File: src/rtl/habr_pkg.sv
package habr_pkg;
	localparam logic [9:0] HABR_ADDR_INT_STATUS = 10'h2d0;
	localparam logic [9:0] HABR_ADDR_DISPLAY = 10'h2d1;
	localparam logic [9:0] HABR_ADDR_CURSOR_LOW = 10'h2d2;
	localparam logic [9:0] HABR_ADDR_CURSOR_HIGH = 10'h2d3;
	localparam logic [9:0] HABR_ADDR_CONTROL = 10'h2d4;
	localparam logic [9:0] HABR_ADDR_KEYSTROKE = 10'h2d5;
	localparam logic [9:0] HABR_ADDR_TERMINAL = 10'h2d6;
	localparam logic [9:0] HABR_ADDR_WINDOW = 10'h2d7;
	localparam logic [9:0] HABR_ADDR_PAGE_LOW = 10'h2d8;
	localparam logic [9:0] HABR_ADDR_PAGE_HIGH = 10'h2d9;
	localparam logic [9:0] HABR_ADDR_PRINTER = 10'h2da;
	localparam logic [9:0] HABR_ADDR_LINK_ENABLE = 10'h220;

	localparam logic [7:0] HABR_RST_INT_STATUS = 8'h10;
	localparam logic [7:0] HABR_RST_DISPLAY = 8'h00;
	localparam logic [7:0] HABR_RST_CONTROL = 8'h80;
	localparam logic [7:0] HABR_RST_WINDOW = 8'hce;
	localparam logic [7:0] HABR_RST_ZERO = 8'h00;
	localparam logic [7:0] HABR_READ_EMPTY = 8'h00;

	localparam int HABR_ST_KEY = 0;
	localparam int HABR_ST_RESET = 1;
	localparam int HABR_ST_DISPLAY = 2;
	localparam int HABR_ST_TERMID = 3;
	localparam int HABR_ST_DONE = 4;
	localparam int HABR_ST_IOADDR = 5;
	localparam int HABR_ST_BUSY = 6;
	localparam int HABR_ST_IRQ = 7;

	localparam int HABR_DS_INHIBIT_CURSOR = 3;
	localparam int HABR_DS_ALARM = 6;
	localparam int HABR_DS_CLICKER = 7;

	localparam int HABR_CT_LINK = 0;
	localparam int HABR_CT_DFM = 1;
	localparam int HABR_CT_PRN = 2;
	localparam int HABR_CT_KEY = 3;
	localparam int HABR_CT_POLLREQ = 4;
	localparam int HABR_CT_CURSOR = 6;
	localparam int HABR_CT_MASK = 7;

	localparam int HABR_PS_ALARM = 5;
	localparam int HABR_PS_DISABLE = 6;
	localparam int HABR_PS_ENABLE = 7;

	localparam int HABR_WIN_OFF = 0;
	localparam int HABR_PAGE_SEL = 11;

	typedef enum logic [1:0] {
		DISPLAY_TERMINAL_MODE,
		PRINTER_MODE,
		DISTRIBUTED_FUNCTION_MODE
	} habr_mode_e;
endpackage : habr_pkg

File: src/rtl/habr_register_bank.sv
`timescale 1ns/10ps
// Notes on behaviour
// - Display mode: keystroke acknowledge sets status b0 until host clears it.
// - Printer and distributed mode: start-operation command sets status b0.
// - Any mode: reset command sets status b1 until host clears it.
// - Status b2 set by control load or alarm/clicker, enable/disable, or diagnostic reset.
// - Distributed mode only: read-terminal_identity command sets status b3.
// - Display mode: end of write, clear or insert sets status b4.
// - Display mode: either load-I/O-address command sets status b5.
// - Display mode: b6 set at modify start, cleared when b4 sets.
// - Status b7 follows b0-b5 while unmasked; cleared by host clear or mask.
// - Display register holds line width, step, display, cursor, alarm and clicker bits.
// - Control unit owns display register; any host write clears only alarm b6.
// - Every control-unit load of the display register sets status b2.
// - Cursor registers are read-only views of the buffer address counter bytes.
// - Control b0 enables link; set by host or 220H write, cleared by host/reset.
// - First poll after link enable is answered with power-on-reset complete.
// - Control b1/b2 choose distributed, printer or display mode.
// - Host sets keystroke-available b3; poll-acknowledge or reset command clears it.
// - Printer/distributed: control b4 requests poll; poll-acknowledge clears it.
// - Printer mode: control b6 holds the buffer address counter at zero.
// - Display mode: control b6 with inhibit-cursor suppresses load-address interrupts.
// - Control b7 masks interrupts, set by reset; status bits still set.
// - Control-unit writes set page-change bits; host writes clear bits written one.
// - Window b0 low and b1-b7 matching address 13-19 allow memory access.
module habr_register_bank
	import habr_pkg::*;
(
	input wire logic clk,
	input wire logic rst,
	input wire logic [9:0] ioAddr,
	input wire logic [7:0] ioWriteData,
	input wire logic ioWrite,
	input wire logic ioRead,
	output logic [7:0] ioReadData,
	input wire logic [6:0] memAddrHigh,
	output logic memAccessEnable,
	output logic irq,
	input wire logic evKeyAck,
	input wire logic evStartOp,
	input wire logic evResetCmd,
	input wire logic evDisplayLoad,
	input wire logic [7:0] displayLoadData,
	input wire logic evPollAlarm,
	input wire logic evPollClickerOn,
	input wire logic evPollClickerOff,
	input wire logic evPollEnableOp,
	input wire logic evPollDisableOp,
	input wire logic evDiagReset,
	input wire logic evReadTermId,
	input wire logic evModifyBegin,
	input wire logic evModifyEnd,
	input wire logic evLoadIoAddr,
	input wire logic evPoll,
	input wire logic evPollAck,
	input wire logic evBufferWrite,
	input wire logic [11:0] bufferWriteAddr,
	input wire logic [15:0] bufferAddr,
	output logic linkEnable,
	output habr_mode_e mode,
	output logic porResponsePending,
	output logic keystrokeAvailable,
	output logic pollRequest,
	output logic holdAddrZero,
	output logic [7:0] keystrokeCode,
	output logic [7:0] terminalId,
	output logic [7:0] displayControl
);
	function automatic logic [7:0] clearSet(input logic [7:0] cur, input logic [7:0] clr, input logic [7:0] set);
		clearSet = (cur & ~clr) | set;
	endfunction : clearSet

	function automatic habr_mode_e decodeMode(input logic [7:0] ctl);
		if (ctl[HABR_CT_DFM]) begin
			decodeMode = DISTRIBUTED_FUNCTION_MODE;
		end else if (ctl[HABR_CT_PRN]) begin
			decodeMode = PRINTER_MODE;
		end else begin
			decodeMode = DISPLAY_TERMINAL_MODE;
		end
	endfunction : decodeMode

	// Host pins are asynchronous to clk; every one of them gets two flops first.
	logic [9:0] addrMeta, addrSync;
	logic [7:0] dataMeta, dataSync;
	logic [6:0] memMeta, memSync;
	logic wrMeta, wrSync, wrLast;
	logic rdMeta, rdSync, rdLast;

	always_ff @(posedge clk) begin
		if (rst) begin
			addrMeta <= 10'h000;
			addrSync <= 10'h000;
			dataMeta <= 8'h00;
			dataSync <= 8'h00;
			memMeta <= 7'h00;
			memSync <= 7'h00;
			wrMeta <= 1'b0;
			wrSync <= 1'b0;
			wrLast <= 1'b0;
			rdMeta <= 1'b0;
			rdSync <= 1'b0;
			rdLast <= 1'b0;
		end else begin
			addrMeta <= ioAddr;
			addrSync <= addrMeta;
			dataMeta <= ioWriteData;
			dataSync <= dataMeta;
			memMeta <= memAddrHigh;
			memSync <= memMeta;
			wrMeta <= ioWrite;
			wrSync <= wrMeta;
			wrLast <= wrSync;
			rdMeta <= ioRead;
			rdSync <= rdMeta;
			rdLast <= rdSync;
		end
	end

	// One access per strobe: act on the rising edge of the synchronised strobe.
	logic wrPulse, rdPulse;
	assign wrPulse = wrSync & ~wrLast;
	assign rdPulse = rdSync & ~rdLast;

	logic wrStatus, wrDisplay, wrControl, wrKey, wrTerm, wrWindow, wrPageLow, wrPageHigh, wrPrinter, wrLink;
	always_comb begin
		wrStatus = 1'b0;
		wrDisplay = 1'b0;
		wrControl = 1'b0;
		wrKey = 1'b0;
		wrTerm = 1'b0;
		wrWindow = 1'b0;
		wrPageLow = 1'b0;
		wrPageHigh = 1'b0;
		wrPrinter = 1'b0;
		wrLink = 1'b0;
		if (!wrPulse) begin
			wrStatus = 1'b0;
		end else if (addrSync == HABR_ADDR_INT_STATUS) begin
			wrStatus = 1'b1;
		end else if (addrSync == HABR_ADDR_DISPLAY) begin
			wrDisplay = 1'b1;
		end else if (addrSync == HABR_ADDR_CONTROL) begin
			wrControl = 1'b1;
		end else if (addrSync == HABR_ADDR_KEYSTROKE) begin
			wrKey = 1'b1;
		end else if (addrSync == HABR_ADDR_TERMINAL) begin
			wrTerm = 1'b1;
		end else if (addrSync == HABR_ADDR_WINDOW) begin
			wrWindow = 1'b1;
		end else if (addrSync == HABR_ADDR_PAGE_LOW) begin
			wrPageLow = 1'b1;
		end else if (addrSync == HABR_ADDR_PAGE_HIGH) begin
			wrPageHigh = 1'b1;
		end else if (addrSync == HABR_ADDR_PRINTER) begin
			wrPrinter = 1'b1;
		end else if (addrSync == HABR_ADDR_LINK_ENABLE) begin
			wrLink = 1'b1;
		end
	end

	logic [7:0] intStatus, control, window, pageLow, pageHigh, printerStatus;
	habr_mode_e curMode;
	logic isDisplay, isPrinter, isDistributed;
	assign curMode = decodeMode(control);
	assign isDisplay = curMode == DISPLAY_TERMINAL_MODE;
	assign isPrinter = curMode == PRINTER_MODE;
	assign isDistributed = curMode == DISTRIBUTED_FUNCTION_MODE;

	// While the link is off the control unit gets no response, so every event is dropped.
	logic on;
	assign on = control[HABR_CT_LINK];

	logic pollDisplaySound;
	assign pollDisplaySound = evPollAlarm | evPollClickerOn | evPollClickerOff;

	logic suppressIoAddr;
	assign suppressIoAddr = isDisplay & control[HABR_CT_CURSOR] & displayControl[HABR_DS_INHIBIT_CURSOR];

	logic [7:0] statusSet;
	always_comb begin
		statusSet = 8'h00;
		statusSet[HABR_ST_KEY] = on & ((isDisplay & evKeyAck) | (~isDisplay & evStartOp));
		statusSet[HABR_ST_RESET] = on & evResetCmd;
		statusSet[HABR_ST_DISPLAY] = on & ((isDisplay & (evDisplayLoad | pollDisplaySound))
			| (isPrinter & (evPollEnableOp | evPollDisableOp))
			| (isDistributed & evDiagReset));
		statusSet[HABR_ST_TERMID] = on & isDistributed & evReadTermId;
		statusSet[HABR_ST_DONE] = on & isDisplay & evModifyEnd;
		statusSet[HABR_ST_IOADDR] = on & isDisplay & evLoadIoAddr;
		statusSet[HABR_ST_BUSY] = on & isDisplay & evModifyBegin;
	end

	logic [7:0] statusClear;
	always_comb begin
		statusClear = wrStatus ? dataSync : 8'h00;
		if (on & isDisplay & evModifyEnd) begin
			statusClear[HABR_ST_BUSY] = 1'b1;
		end
		statusClear[HABR_ST_IRQ] = 1'b1;
	end

	logic [7:0] next_intStatus;
	logic [7:0] next_control;
	logic [5:0] irqSources;
	always_comb begin
		next_intStatus = clearSet(intStatus, statusClear, statusSet);
		irqSources = next_intStatus[5:0];
		if (suppressIoAddr) begin
			irqSources[HABR_ST_IOADDR] = 1'b0;
		end
		// Bit 7 is recomputed each cycle, so a host clear or the mask drops it at once.
		next_intStatus[HABR_ST_IRQ] = ~next_control[HABR_CT_MASK] & (|irqSources);
	end

	always_ff @(posedge clk) begin
		if (rst) begin
			intStatus <= HABR_RST_INT_STATUS;
		end else begin
			intStatus <= next_intStatus;
		end
	end

	always_comb begin
		next_control = control;
		if (wrControl) begin
			next_control = dataSync;
		end
		if (wrLink) begin
			next_control[HABR_CT_LINK] = 1'b1;
		end
		// A host set in the same cycle as a decoded clear wins, so a fresh request is not lost.
		if (on & (evPollAck | evResetCmd) & ~(wrControl & dataSync[HABR_CT_KEY])) begin
			next_control[HABR_CT_KEY] = 1'b0;
		end
		if (on & evPollAck & ~(wrControl & dataSync[HABR_CT_POLLREQ])) begin
			next_control[HABR_CT_POLLREQ] = 1'b0;
		end
	end

	always_ff @(posedge clk) begin
		if (rst) begin
			control <= HABR_RST_CONTROL;
		end else begin
			control <= next_control;
		end
	end

	always_ff @(posedge clk) begin
		if (rst) begin
			porResponsePending <= 1'b0;
		end else if (next_control[HABR_CT_LINK] & ~control[HABR_CT_LINK]) begin
			porResponsePending <= 1'b1;
		end else if (~on | evPoll) begin
			porResponsePending <= 1'b0;
		end
	end

	always_ff @(posedge clk) begin
		if (rst) begin
			displayControl <= HABR_RST_DISPLAY;
		end else if (on & isDisplay & evDisplayLoad) begin
			displayControl <= displayLoadData;
		end else begin
			if (wrDisplay) begin
				displayControl[HABR_DS_ALARM] <= 1'b0;
			end
			if (on & isDisplay & evPollAlarm) begin
				displayControl[HABR_DS_ALARM] <= 1'b1;
			end
			if (on & isDisplay & evPollClickerOn) begin
				displayControl[HABR_DS_CLICKER] <= 1'b1;
			end
			if (on & isDisplay & evPollClickerOff) begin
				displayControl[HABR_DS_CLICKER] <= 1'b0;
			end
		end
	end

	always_ff @(posedge clk) begin
		if (rst) begin
			keystrokeCode <= HABR_RST_ZERO;
			terminalId <= HABR_RST_ZERO;
			window <= HABR_RST_WINDOW;
		end else begin
			if (wrKey) begin
				keystrokeCode <= dataSync;
			end
			if (wrTerm) begin
				terminalId <= dataSync;
			end
			if (wrWindow) begin
				window <= dataSync;
			end
		end
	end

	logic [7:0] pageSet;
	always_comb begin
		pageSet = 8'h00;
		pageSet[bufferWriteAddr[10:8]] = on & evBufferWrite;
	end

	always_ff @(posedge clk) begin
		if (rst) begin
			pageLow <= HABR_RST_ZERO;
			pageHigh <= HABR_RST_ZERO;
		end else begin
			pageLow <= clearSet(pageLow, wrPageLow ? dataSync : 8'h00,
				bufferWriteAddr[HABR_PAGE_SEL] ? 8'h00 : pageSet);
			pageHigh <= clearSet(pageHigh, wrPageHigh ? dataSync : 8'h00,
				bufferWriteAddr[HABR_PAGE_SEL] ? pageSet : 8'h00);
		end
	end

	logic [7:0] printerSet;
	always_comb begin
		printerSet = 8'h00;
		printerSet[HABR_PS_ALARM] = on & isPrinter & evPollAlarm;
		printerSet[HABR_PS_DISABLE] = on & isPrinter & evPollDisableOp;
		printerSet[HABR_PS_ENABLE] = on & isPrinter & (evPollEnableOp | evStartOp);
	end

	always_ff @(posedge clk) begin
		if (rst) begin
			printerStatus <= HABR_RST_ZERO;
		end else begin
			printerStatus <= clearSet(printerStatus, wrPrinter ? dataSync : 8'h00, printerSet);
		end
	end

	always_ff @(posedge clk) begin
		if (rst) begin
			ioReadData <= HABR_READ_EMPTY;
		end else if (rdPulse) begin
			if (addrSync == HABR_ADDR_INT_STATUS) begin
				ioReadData <= intStatus;
			end else if (addrSync == HABR_ADDR_DISPLAY) begin
				ioReadData <= displayControl;
			end else if (addrSync == HABR_ADDR_CURSOR_LOW) begin
				ioReadData <= bufferAddr[7:0];
			end else if (addrSync == HABR_ADDR_CURSOR_HIGH) begin
				ioReadData <= bufferAddr[15:8];
			end else if (addrSync == HABR_ADDR_CONTROL) begin
				ioReadData <= control;
			end else if (addrSync == HABR_ADDR_WINDOW) begin
				ioReadData <= window;
			end else if (addrSync == HABR_ADDR_PAGE_LOW) begin
				ioReadData <= pageLow;
			end else if (addrSync == HABR_ADDR_PAGE_HIGH) begin
				ioReadData <= pageHigh;
			end else if (addrSync == HABR_ADDR_PRINTER) begin
				ioReadData <= printerStatus;
			end else begin
				ioReadData <= HABR_READ_EMPTY;
			end
		end
	end

	always_ff @(posedge clk) begin
		if (rst) begin
			irq <= 1'b0;
			linkEnable <= 1'b0;
			mode <= DISPLAY_TERMINAL_MODE;
			keystrokeAvailable <= 1'b0;
			pollRequest <= 1'b0;
			holdAddrZero <= 1'b0;
			memAccessEnable <= 1'b0;
		end else begin
			irq <= next_intStatus[HABR_ST_IRQ];
			linkEnable <= next_control[HABR_CT_LINK];
			mode <= decodeMode(next_control);
			keystrokeAvailable <= next_control[HABR_CT_KEY] & (decodeMode(next_control) == DISPLAY_TERMINAL_MODE);
			pollRequest <= next_control[HABR_CT_POLLREQ] & (decodeMode(next_control) != DISPLAY_TERMINAL_MODE);
			holdAddrZero <= next_control[HABR_CT_CURSOR] & (decodeMode(next_control) == PRINTER_MODE);
			memAccessEnable <= ~window[HABR_WIN_OFF] & (window[7:1] == memSync);
		end
	end
endmodule : habr_register_bank

File: config.mk
export PLATFORM = sky130hd
export DESIGN_NAME = habr_register_bank
export DESIGN_NICKNAME = d
export VERILOG_FILES = /design/src/rtl/habr_pkg.sv /design/src/rtl/habr_register_bank.sv
export SDC_FILE = /design/constraint.sdc
export NUM_CORES = 1
export LEC_CHECK = 0
export ABC_CLOCK_PERIOD_IN_PS = 2100
export BUFFER_PORTS_ARGS = -buffer_cell sky130_fd_sc_hd__buf_2
export CORE_ASPECT_RATIO = 0.8
export CORE_MARGIN = 4
export CORE_UTILIZATION = 30
export DETAILED_ROUTE_END_ITERATION = 16
export PLACE_DENSITY_LB_ADDON = 0.25
export SLEW_MARGIN = 20
export SYNTH_ARGS = -nofsm -noshare
export SYNTH_HDL_FRONTEND = slang
export SYNTH_SLANG_ARGS = --single-unit
export TNS_END_PERCENT = 100
File: constraint.sdc
create_clock -name clk -period 2.1 [get_ports clk]
set_input_delay 0.21 -clock clk [delete_from_list [all_inputs] [get_ports clk]]
set_output_delay 0.21 -clock clk [all_outputs]
set_load 0.03 [all_outputs]
======== Yosys cells after proc, flatten, opt, wreduce, memory -nomap -nowiden ========
Cells that the tools add are included.
operators by class
  order comparisons ....................... 2
  bitwise logic cells ..................... 70
  muxes and demuxes ....................... 100
  reductions and logical operators ........ 8
  eq/ne operators ......................... 16
operators by type and width
  operator                                             number
  == test 10 bit, second input constant                12
  two-way mux 8 bit                                    15
  two-way mux 1 bit                                    79
  AND 1 bit                                            39
  AND 8 bit                                            4
  inverter 8 bit                                       3
  OR 8 bit                                             3
  OR 1 bit                                             10
  two-way mux 2 bit                                    4
  inverter 1 bit                                       8
  AND 7 bit                                            1
  == test 7 bit                                        1
  two-way mux 7 bit                                    1
  inverter 7 bit                                       1
  OR 7 bit                                             1
  nonzero test 3 bit                                   2
  OR reduction 6 bit                                   1
  == test 2 x 1 -> 1 bit, second input constant        2
  zero test 2 bit                                      2
  < comparator 3 x 4 -> 1 bit, second input constant   1
  nonzero test 2 bit                                   2
  demux 1 bit (select 3 bit)                           1
  >= comparator 3 x 1 -> 1 bit, second input constant  1
  == test 2 bit, second input constant                 1
  logical AND 1 bit                                    1
word-level totals
  output and inout bits ................... 41
  flip-flop bits (word level) ............. 145
  word-level logic and storage cells ...... 229
  bits of input ports ..................... 82

======== Longest topological paths before layout ========
Gate-level depths: netlist of run 1.
  depth in word-level cells ............... 15
  mapped depth ............................ 7
  depth with buffers taken out ............ 5

======== Worst setup path after synthesis of run 1 ========
No wires, ideal clock.
  path type ............................... register to register
  start ................................... register addrSync[1]
  end ..................................... register intStatus[7]
  stages on the path, launching flop included .. 6
  path buffers ............................ 0
  required time ........................... 1,969 ps
  setup time .............................. 131 ps
  setup slack ............................. 63 ps
  arrival time ............................ 1,906 ps
  period minus slack after synthesis ...... 2,037 ps
  path through ............................ dfxtp_1 -> or4b_4 -> or4_1 -> a32o_1 -> nor4_1 -> a31oi_1
between the ends
  cells in the longest elaborated chain, start to end .. 10
  elaborated cells on any way between the ends .. 18
  those cells by class .................... eq/ne (3); mux (9); bitwise (5); reduce/logical (1)
RTL lines
  what                      RTL line                   source
  start: declaration        habr_register_bank.sv:84   logic [9:0] addrMeta, addrSync;
  start signal: assignment  habr_register_bank.sv:106  addrSync <= addrMeta;
  == test 10 bit            habr_register_bank.sv:139  end else if (addrSync == HABR_ADDR_INT_STATUS) begin
  two-way mux 1 bit         habr_register_bank.sv:139
  two-way mux 1 bit         habr_register_bank.sv:137  if (!wrPulse) begin
  two-way mux 7 bit         habr_register_bank.sv:196  statusClear = wrStatus ? dataSync : 8'h00;
  inverter 7 bit            habr_register_bank.sv:70   clearSet = (cur & ~clr) | set;
  AND 7 bit                 habr_register_bank.sv:70
  OR 7 bit                  habr_register_bank.sv:70
  two-way mux 1 bit         habr_register_bank.sv:209  if (suppressIoAddr) begin
  OR reduction 6 bit        habr_register_bank.sv:213  next_intStatus[HABR_ST_IRQ] = ~next_control[HABR_CT_MASK] & (|irqSources);
  AND 1 bit *               habr_register_bank.sv:213
  end signal: assignment    habr_register_bank.sv:220  intStatus <= next_intStatus;
  end: declaration          habr_register_bank.sv:162  logic [7:0] intStatus, control, window, pageLow, pageHigh, printerStatus;
Every way passes the cells marked *; elsewhere a longest branch is shown, timed or not.
A chain may end at the register's enable or synchronous reset.

======== Worst setup path after layout of run 1 ========
Ends and elaborated chain as after synthesis.

==> key figures, run 1 <==
Status
  • Status: finished clean

Worst setup path
  • Cell Chain, Critical Path: or4b_4 > or4_1 > a32o_2 > nor4_2 > a31oi_1
  • CP startpoint kind: flop
  • Setup CP Type: reg2reg
  • Slowest cell delay on critical path: 0.57 ns
  • Crit Path Max Fanout: 4
  • Critical Path AT: 2.40 ns
  • Worst setup EP type: flop
  • Worst r2r src: addrSync[1]$_SDFF_PP0_
  • Crit path from: addrSync[1]$_SDFF_PP0_
  • Data required, critical path: approximately 2.4 ns
  • Critical path's slowest cell: or4b_4

Flow run
  • Max_cap viols: 0

Timing
  • Max Clk Rate: between 400 and 500 MHz
  • Final hold vios: 0
  • Slew Limit Fails: 0
  • WHS: 0.0110 ns
  • Worst Max-Slew Pin Slew: between 0.6 and 0.7 ns
  • Worst rel slew slack: 54.6%
  • Final Setup Violations: 0
  • Crit share post-route: between 90 and 100%
  • Final Critical Period: roughly 2.1 ns
  • Layout Skew: 0.00784 ns
  • RSZ-0062 raised after global routing: yes

Clock tree
  • CTS tree: done
  • Root Driver: clkbuf_16
  • # Post-CTS Setup Buffers: 0
  • Htree depth: 4
  • Clk_lat worst skew: 0.42 ns
  • Clock Sinks: about 140
  • Clock Tree Buf Depth: 2
  • Worst-path clk slew: 0.06 ns
  • Inserted Clock Buffers: 17

Synthesis
  • Synth cell types: between 50 and 60
  • Syn_area_per_cell: approximately 9 um^2
  • Post-synth EDFFs: 0
  • Sequential element share of the synthesized area: between 40% and 50%
  • Cells after Synth: between 600 and 700
  • Mapped Area: roughly 0.0058 mm^2
  • Syn_nets: between 700 and 800
  • Syn. warnings: 0
  • Fraction of registers with async set/reset: 0%
  • Ys flop type: dfxtp_1
  • Synth Register Bits: roughly 140

Drt
  • Final WL: between 15000 and 20000 um
  • DRT iter0 DRCs: 508
  • Vias per cell: 4.97
  • Wire per inst: roughly 18 um
  • Remaining DRCs: 0
  • Via Count: 5258
  • Drt pass-1 iters: 5
  • DRT antenna net count: 0

Floorplan
  • Die Width: approximately 160 um
  • Site Rows: 45
  • Core Area: ~0.019 mm^2
  • IO Count: 123
  • Die Y: about 130 um
  • Initial Util: a little under a third
  • Die area: ~0.022 mm^2

Cells and area
  • Area growth syn-to-layout: 30.8%
  • Fill count: 1952
  • Share of cells above drive strength 1: between 20 and 30%
  • Antenna cells: 0
  • Nets: between 800 and 900

Global routing
  • First-pass GRT wire length: approximately 29000 um
  • Global Route Usage Sum: 17.0%
  • Largest net degree at the start of global routing: between 50 and 60
  • Initial antenna violation count: 0
  • Vias in the first global route: approximately 5000
  • GRT overflow: 0

Pwr
  • Total power: ~6.2 mW
  • Maximum VDD drop: roughly 420 uV
  • PD cells: 815 mW/mm^2
  • Leakage: about 3.1 nW

Worst hold path
  • HP Class: in2reg
  • Min-delay src: ioAddr[0]

Placed design
  • Dpl hpwl: 13700 um
  • I/O Buffers: roughly 110
  • Routability congestion estimate: between 0.9 and 1
==> report_power, final <==
part	leakage, nW	total (mW)	switching [mW]	internal [mW]
Clock	0.279	3.11	1.20	1.91
Sequential	1.16	2.78	0.0323	2.75
Combinational	1.67	0.347	0.193	0.154
==> layer usage <==
| layer | global-route usage (%) | wire, um |
|---|---|---|
| met3 | 5.29 | 1510 |
| met2 | 23.8 | 7630 |
| met1 | 25.4 | 9300 |
| met5 | 0 | 0 |
| met4 | 3.73 | 199 |
==> flip-flops by register name (all words and copies together) (netlist names), 7 cells and up <==
register        flops
ioReadData          8
pageLow             8
terminalId          8
intStatus           8
pageHigh            8
displayControl      8
control             8
memMeta             7
window              8
addrSync           10
dataSync            8
addrMeta           10
dataMeta            8
printerStatus       8
memSync             7
keystrokeCode       8
==> cell usage in the layout, fill, tap and decap left out, drive strengths merged, types with 20 or more instances in the layout <==
master  Yosys  layout
dfxtp     142     142
nor2       50      50
nor2b      70      70
nand2      70      70
clkbuf     38      20
buf         6     150
mux2i      24      24
a21oi      46      46
nand3      26      26
==> worst paths after layout <==
| path | cells after the start | slack [ns] | endpoint |
|---|---|---|---|
| worst min register to register | 1 | 0.43 | memSync[3]$_SDFF_PP0_ |
| worst min-delay path | 2 | 0.01 | addrMeta[0]$_SDFF_PP0_ |
| worst max-delay path | 5 | 0.006 | intStatus[7]$_SDFF_PP0_ |
| worst max register to register | 5 | 0.006 | intStatus[7]$_SDFF_PP0_ |
==> timing repair <==
action | in CTS | in global routing
endpoints found under the hold margin | 13 | 0
setup endpoints to repair | 4 | 33
pin swaps | 2 | 3
hold buffers | 13 | 0
gates resized for setup | 1 | 10
==> cells by family after synthesis <==
kind of cell / count (synthesis) / synth area share [%]
AOI/OAI and AO/OA: 129 / 14.7
xor gates and xnor gates: 7 / 1.05
buffers and inverters: 50 / 3.29
DFF: 142 / 48.6
muxes: 32 / 6.22
and+or+nand+nor: 290 / 26.1
==> critical path: cells and delay by family (launching register included) <==
| kind | cells | cell delay [ns] |
|---|---|---|
| AOI/OAI and AO/OA | 2 | 0.35 |
| DFF | 1 | 0.32 |
| and+or+nand+nor | 3 | 1.31 |
==> cell usage after synthesis (4+ instances only) <==
cell type	count	area [um^2]
a211oi_1	8	60.1
a21oi_1	46	230
a22oi_1	13	97.6
a31oi_1	5	31.3
a32oi_1	8	70.1
and2_1	4	25.0
and3_1	5	31.3
buf_1	4	15.0
clkbuf_1	38	143
dfxtp_1	142	2840
inv_1	6	22.5
mux2_2	5	56.3
mux2i_1	24	240
nand2_1	70	263
nand2b_1	11	68.8
nand3_1	26	130
nand3b_1	6	45.0
nand4_1	5	31.3
nor2_1	50	188
nor2b_1	70	438
nor3_1	11	55.1
nor4_1	10	62.6
o211ai_1	6	45.0
o21ai_0	13	65.1
o221ai_1	5	43.8
o22ai_1	4	25.0
or4_1	4	30.0
xnor2_1	4	35.0
==> through the flow <==
stage	util, %	TNS [ns]	setup slack, ns	cells	cell area, um^2
floorplan	-	0	0.0631	650	5850
global placement	35.9	-0.0950	-0.0675	1014	6860
detailed placement	35.9	-0.151	-0.0743	1014	6860
CTS	39.8	-0.00986	-0.00986	1059	7600
global route	40.1	-0.243	-0.0465	1059	7650
finish	40.1	0	0.00582	1059	7650
==> area by class of cell <==
cell class              count  area (um^2)  area share, %
clock buffers              20          447           5.84
well taps                 258          323           4.22
clock inverters            12          163           2.13
repair buffers            163          993           13.0
inverters                   6         22.5          0.294
multi-input cells         458         2860           37.3
flip-flops and latches    142         2840           37.2
No activity file was read; power rests on OpenSTA's default activity.
==> run 2, diff against run 1 <==
- SETUP_SLACK_MARGIN: unset -> 0.15
==> key figures, run 2 (synthesis results as in run 1) <==
Worst setup path
  • Family with the most delay on the worst path: simple AND/OR/NAND/NOR gates
  • Data required, critical path: 2.40 ns (about the same)
  • CP bufs+invs: 2 (+2)
  • Crit Path Max Fanout: 5 (+1)
  • Critical path's slowest cell: or4b_4
  • Worst setup EP type: flop
  • Cell Chain, Critical Path: or4b_4 > buf_6 > buf_8 > or3_4 > a2bb2oi_1 > o211ai_1 > a21oi_1
  • Critical Path AT: 2.43 ns (+0.03 ns)
  • Slowest cell delay on critical path: 0.60 ns (+0.03 ns)
  • Setup CP Type: reg2reg
  • CP startpoint kind: flop

Floorplan
  • Core Area: 0.0191 mm^2 (unchanged)
  • Die area: 0.0218 mm^2 (unchanged)
  • Initial Util: 30.6% (unchanged)
  • Die Y: 133 um (unchanged)
  • Die Width: 164 um (unchanged)
  • Site Rows: 45 (unchanged)
  • IO Count: 123 (unchanged)

Drt
  • DRT antenna net count: 0 (unchanged)
  • Via Count: 5449 (+3.6%)
  • Remaining DRCs: 0 (unchanged)
  • Drt pass-1 iters: 5 (unchanged)
  • DRT iter0 DRCs: 457 (-10%)
  • Vias per cell: 5.06 (+1.9%)
  • Final WL: 19600 um (+5.4%)
  • Wire per inst: 18.2 um (+3.6%)

Timing
  • Slew Limit Fails: 0 (unchanged)
  • Final Critical Period: 2.13 ns (+0.0327 ns)
  • Layout Skew: 0.00634 ns (-0.00150 ns)
  • WHS: 0.00731 ns (-0.00367 ns)
  • Crit share post-route: 101% (+1.6 points)
  • PnR worst setup slack: -0.0269 ns (-0.0327 ns)
  • RSZ-0062 raised after global routing: yes
  • Max Clk Rate: 470 MHz (-1.5%)
  • Worst rel slew slack: 51.5% (-3.1 points)
  • Worst Max-Slew Pin Slew: 0.722 ns (+0.0428 ns)
  • Final hold vios: 0 (unchanged)
  • Final Setup Violations: 1 (+1)

Cells and area
  • Fill count: 1867 (-4.4%)
  • Storage cell area: 0.00285 mm^2 (about the same)
  • Share of cells above drive strength 1: 31.4% (+5.4 points)
  • Nets: 888 (+2.1%)
  • Antenna cells: 0 (unchanged)
  • Commonest non-fill, non-tap cell in the layout: dfxtp_1
  • Top Registers: addrMeta: 10 flops, addrSync: 10 flops
  • Area growth syn-to-layout: 38.8%
  • Multi-input gate area: 0.00307 mm^2 (+7.5%)
  • Final Instance Area: 0.00812 mm^2 (+6.1%)
  • Most frequent cells in the layout: 140 x dfxtp_1, 113 x buf_2, 70 x nor2b_1

Global routing
  • Initial antenna violation count: 0 (unchanged)
  • Largest net degree at the start of global routing: 72 (+36%)
  • First-pass GRT wire length: 29700 um (+4.0%)
  • GRT overflow: 0 (unchanged)
  • Vias in the first global route: 5176 (+4.5%)
  • Global Route Usage Sum: 17.6% (+0.61 points)

Clock tree
  • Htree depth: 4 (unchanged)
  • Root Driver: clkbuf_16
  • Inserted Clock Buffers: 17 (unchanged)
  • Clock Sinks: 142 (unchanged)
  • Clock Tree Buf Depth: 2 (unchanged)
  • Worst-path clk slew: 0.06 ns (about the same)
  • Clk_lat worst skew: 0.42 ns (about the same)
  • CTS tree: done

Status
  • Failing checks: setup timing
  • Status: finished with violations

Placed design
  • Dpl hpwl: 14000 um (+1.8%)
  • Routability congestion estimate: 0.962 (-3.2%)
  • Pre-CTS WS: -0.00508 ns (+0.0692 ns)
  • I/O Buffers: 114 (unchanged)
  • Cell Area, Placed: 0.00688 mm^2 (+0.38%)

Pwr
  • Total power: 6.31 mW (+1.2%)
  • Maximum VDD drop: 455 uV (+9.0%)
  • PD cells: 777 mW/mm^2 (-4.7%)
  • Leakage: 3.30 nW (+6.4%)

Flow run
  • Max_cap viols: 0 (unchanged)

Worst hold path
  • HP Class: in2reg
-- run 2: changes by cell type in the layout (fill, tap and decap cells not counted), sizes merged --
cell | previous run | this run
buf | 150 | 159
clkinv | 3 | 6
clkinvlp | 5 | 2
dlygate4sd3 | 13 | 19
inv | 7 | 10
-- run 2: final cells by class --
cell class | count | area share [%]
repair buffers | 181 | 15.3
clock inverters | 15 | 2.28
inverters | 6 | 0.277
clock buffers | 17 | 5.24
multi-input cells | 458 | 37.8
well taps | 258 | 3.98
flip-flops and latches | 142 | 35.0
-- run 2: path summary, 6_finish.rpt --
| kind | startpoint | to | slack [ns] | cells past startpoint |
|---|---|---|---|---|
| hold reg to reg | dataMeta[7]$_SDFF_PP0_ | dataSync[7]$_SDFF_PP0_ | 0.43 | 1 |
| setup / recovery | addrSync[0]$_SDFF_PP0_ | ioReadData[7]$_SDFFE_PP0P_ | -0.03 | 7 |
| setup reg to reg | addrSync[0]$_SDFF_PP0_ | ioReadData[7]$_SDFFE_PP0P_ | -0.03 | 7 |
| hold / removal | ioAddr[0] | addrMeta[0]$_SDFF_PP0_ | 0.007 | 2 |
-- run 2: report_power, final --
group	switching (mW)	internal, mW	leakage [nW]
clock network	1.24	1.88	0.295
logic	0.218	0.190	1.85
registers	0.0335	2.75	1.16
-- run 2: metrics by stage --
stage                     std cells  util, %  TNS (ns)
after floorplan                 650        -         0
final                          1077     42.5   -0.0269
after global placement         1015     36.1   -0.0200
after detailed placement       1015     36.1  -0.00508
after global routing           1077     42.5    -0.140
after CTS                      1068     40.7  -0.00146
-- run 2: timing repair --
action                                  4_1_cts  5_1_grt
endpoints found under the setup margin       26       60
hold buffers                                 19        0
setup buffers                                 2        6
pin swaps                                     4       36
gates resized for setup                      14       49
cloned                                        0        3
hold endpoints to repair                     19        0
-- run 2: layer usage --
layer	track usage (%)	up-vias	wire length, um
met5	0	-	0
met4	4.38	0	235
met3	4.83	24	1610
met2	24.9	221	8230
met1	26.2	2584	9570
li1	-	2620	-
==> run 3, diff against run 2 <==
- ABC_CLOCK_PERIOD_IN_PS: 2100 -> 2660
- CORE_UTILIZATION: 30 -> 51
- clock period: 2.1 -> 2.66 ns (I/O delays scaled with it)
==> key figures, run 3 (synthesis results as in run 1) <==
Floorplan
  • Initial Util: 53.1% (+22 points)
  • Core Area: 0.0110 mm^2 (-42%)
  • IO Count: 123 (unchanged)
  • Die Y: 104 um (-22%)
  • Site Rows: 34 (-24%)
  • Die area: 0.0133 mm^2 (-39%)
  • Die Width: 128 um (-22%)

Cells and area
  • Top Registers: addrMeta: 10 flops, addrSync: 10 flops
  • Antenna cells: 0 (unchanged)
  • Most frequent cells in the layout: 142 x dfxtp_1, 113 x buf_2, 70 x nand2_1, 70 x nor2b_1, 50 x nor2_1
  • Final Instance Area: 0.00721 mm^2 (-11%)
  • Area growth syn-to-layout: 23.3%
  • Nets: 847 (-4.6%)
  • Fill count: 928 (-50%)
  • Share of cells above drive strength 1: 24.6% (-6.8 points)
  • Commonest non-fill, non-tap cell in the layout: dfxtp_1

Worst setup path
  • Worst setup EP type: flop
  • Data required, critical path: 2.94 ns (+0.54 ns)
  • Setup CP Type: reg2reg
  • Crit Path Max Fanout: 14 (+9)
  • Critical Path AT: 2.61 ns (+0.18 ns)
  • CP startpoint kind: flop

Drt
  • DRT iter0 DRCs: 425 (-7.0%)
  • Remaining DRCs: 0 (unchanged)
  • DRT antenna net count: 0 (unchanged)
  • Final WL: 17500 um (-11%)
  • Vias per cell: 5.79 (+14%)
  • Drt pass-1 iters: 5 (unchanged)
  • Wire per inst: 19.0 um (+4.2%)
  • Via Count: 5335 (-2.1%)

Timing
  • Final Setup Violations: 0 (-1)
  • Worst rel slew slack: 44.7% (-6.8 points)
  • RSZ-0062 raised after global routing: no
  • Worst Max-Slew Pin Slew: 0.829 ns (+0.107 ns)
  • Crit share post-route: 87.5% (-14 points)
  • Max Clk Rate: 430 MHz (-8.7%)
  • Final Critical Period: 2.33 ns (+0.201 ns)
  • Slew Limit Fails: 0 (unchanged)
  • Setup TNS: 0 ns (+0.0269 ns)
  • Layout Skew: 0.00927 ns (+0.00293 ns)
  • Final hold vios: 0 (unchanged)

Placed design
  • Dpl hpwl: 12600 um (-10%)
  • I/O Buffers: 114 (unchanged)
  • Cell Area, Placed: 0.00663 mm^2 (-3.7%)
  • Routability congestion estimate: 0.937 (-2.6%)

Clock tree
  • Inserted Clock Buffers: 17 (unchanged)
  • Root Driver: clkbuf_16
  • Cts repair resizes: 0 (-14)
  • # hold bufs at CTS: 0 (-19)
  • Worst-path clk slew: 0.06 ns (about the same)
  • # Post-CTS Setup Buffers: 0 (-2)
  • Htree depth: 4 (unchanged)
  • Clock Sinks: 142 (unchanged)
  • Clk_lat worst skew: 0.41 ns (about the same)
  • Clock Tree Buf Depth: 2 (unchanged)
  • CTS tree: done

Flow run
  • Max_cap viols: 0 (unchanged)

Global routing
  • Largest net degree at the start of global routing: 84 (+17%)
  • First-pass GRT wire length: 27300 um (-7.9%)
  • Vias in the first global route: 5078 (-1.9%)
  • Initial antenna violation count: 0 (unchanged)
  • GRT overflow: 0 (unchanged)
  • Global Route Usage Sum: 26.1% (+8.6 points)

Worst hold path
  • HP Class: in2reg

Pwr
  • Pint: 3.67 mW (-24%)
  • Maximum VDD drop: 423 uV (-7.1%)
  • Leakage: 2.97 nW (-10%)
  • Logic pwr share: 5.3% (-1.2 points)
  • Reg power frac: 46.1% (+2.0 points)
  • Clock power share: 48.6% (-0.8 points)
  • PD cells: 660 mW/mm^2 (-15%)
  • Sw Share: 22.8% (-0.74 points)
  • P_sw: 1.09 mW (-27%)

Status
  • Status: finished clean
[run 3: path summary, 6_finish.rpt]
path	from	end	slack [ns]	cells past startpoint
hold reg to reg	addrMeta[9]$_SDFF_PP0_	addrSync[9]$_SDFF_PP0_	0.43	1
hold / removal	ioAddr[5]	addrMeta[5]$_SDFF_PP0_	0.06	2
setup reg to reg	addrSync[8]$_SDFF_PP0_	intStatus[7]$_SDFF_PP0_	0.33	5
setup / recovery	addrSync[8]$_SDFF_PP0_	intStatus[7]$_SDFF_PP0_	0.33	5
[run 3: routing by layer]
metal	vias up	routed length, um	track usage (%)
li1	2528	-	-
met1	2514	7780	37.4
met2	265	7700	38.5
met3	28	1700	6.53
met4	0	342	8.64
met5	-	0	0
[run 3: metrics by stage]
step / utilization, % / setup slack (ns) / cells / hold WS (ns) / power (mW)
after detailed placement: 60.2 / 0.355 / 890 / 0.420 / 2.49
after global routing: 65.5 / 0.237 / 922 / 0.0491 / 4.91
final: 65.5 / 0.332 / 922 / 0.0589 / 4.76
after global placement: 60.2 / 0.411 / 890 / 0.415 / 2.48
after CTS: 65.5 / 0.347 / 922 / 0.0481 / 4.78
after floorplan: - / 0.623 / 650 / 0.394 / 2.37
[run 3: power by group through the flow]
stage	clock, mW	combinational (mW)	sequential, mW
floorplan	0	0.132	2.24
global placement	0	0.242	2.24
detailed placement	0	0.247	2.24
CTS	2.34	0.249	2.19
global route	2.44	0.273	2.20
finish	2.31	0.250	2.19
[run 3: cell type report]
class                   count  area, um^2  share of cell area [%]
flip-flops and latches    142        2840                    39.4
multi-input cells         458        2810                    39.0
repair buffers            140         768                    10.6
clock buffers              22         484                    6.71
well taps                 144         180                    2.50
clock inverters            10         103                    1.42
inverters                   6        22.5                   0.312
[run 3: worst max-delay path, stage by stage, from the launching register on]
cell	delay (ns)
dfxtp_1	0.33
or4b_4	0.66
or4_1	0.54
a32o_1	0.23
nor4_1	0.29
a31oi_1	0.13
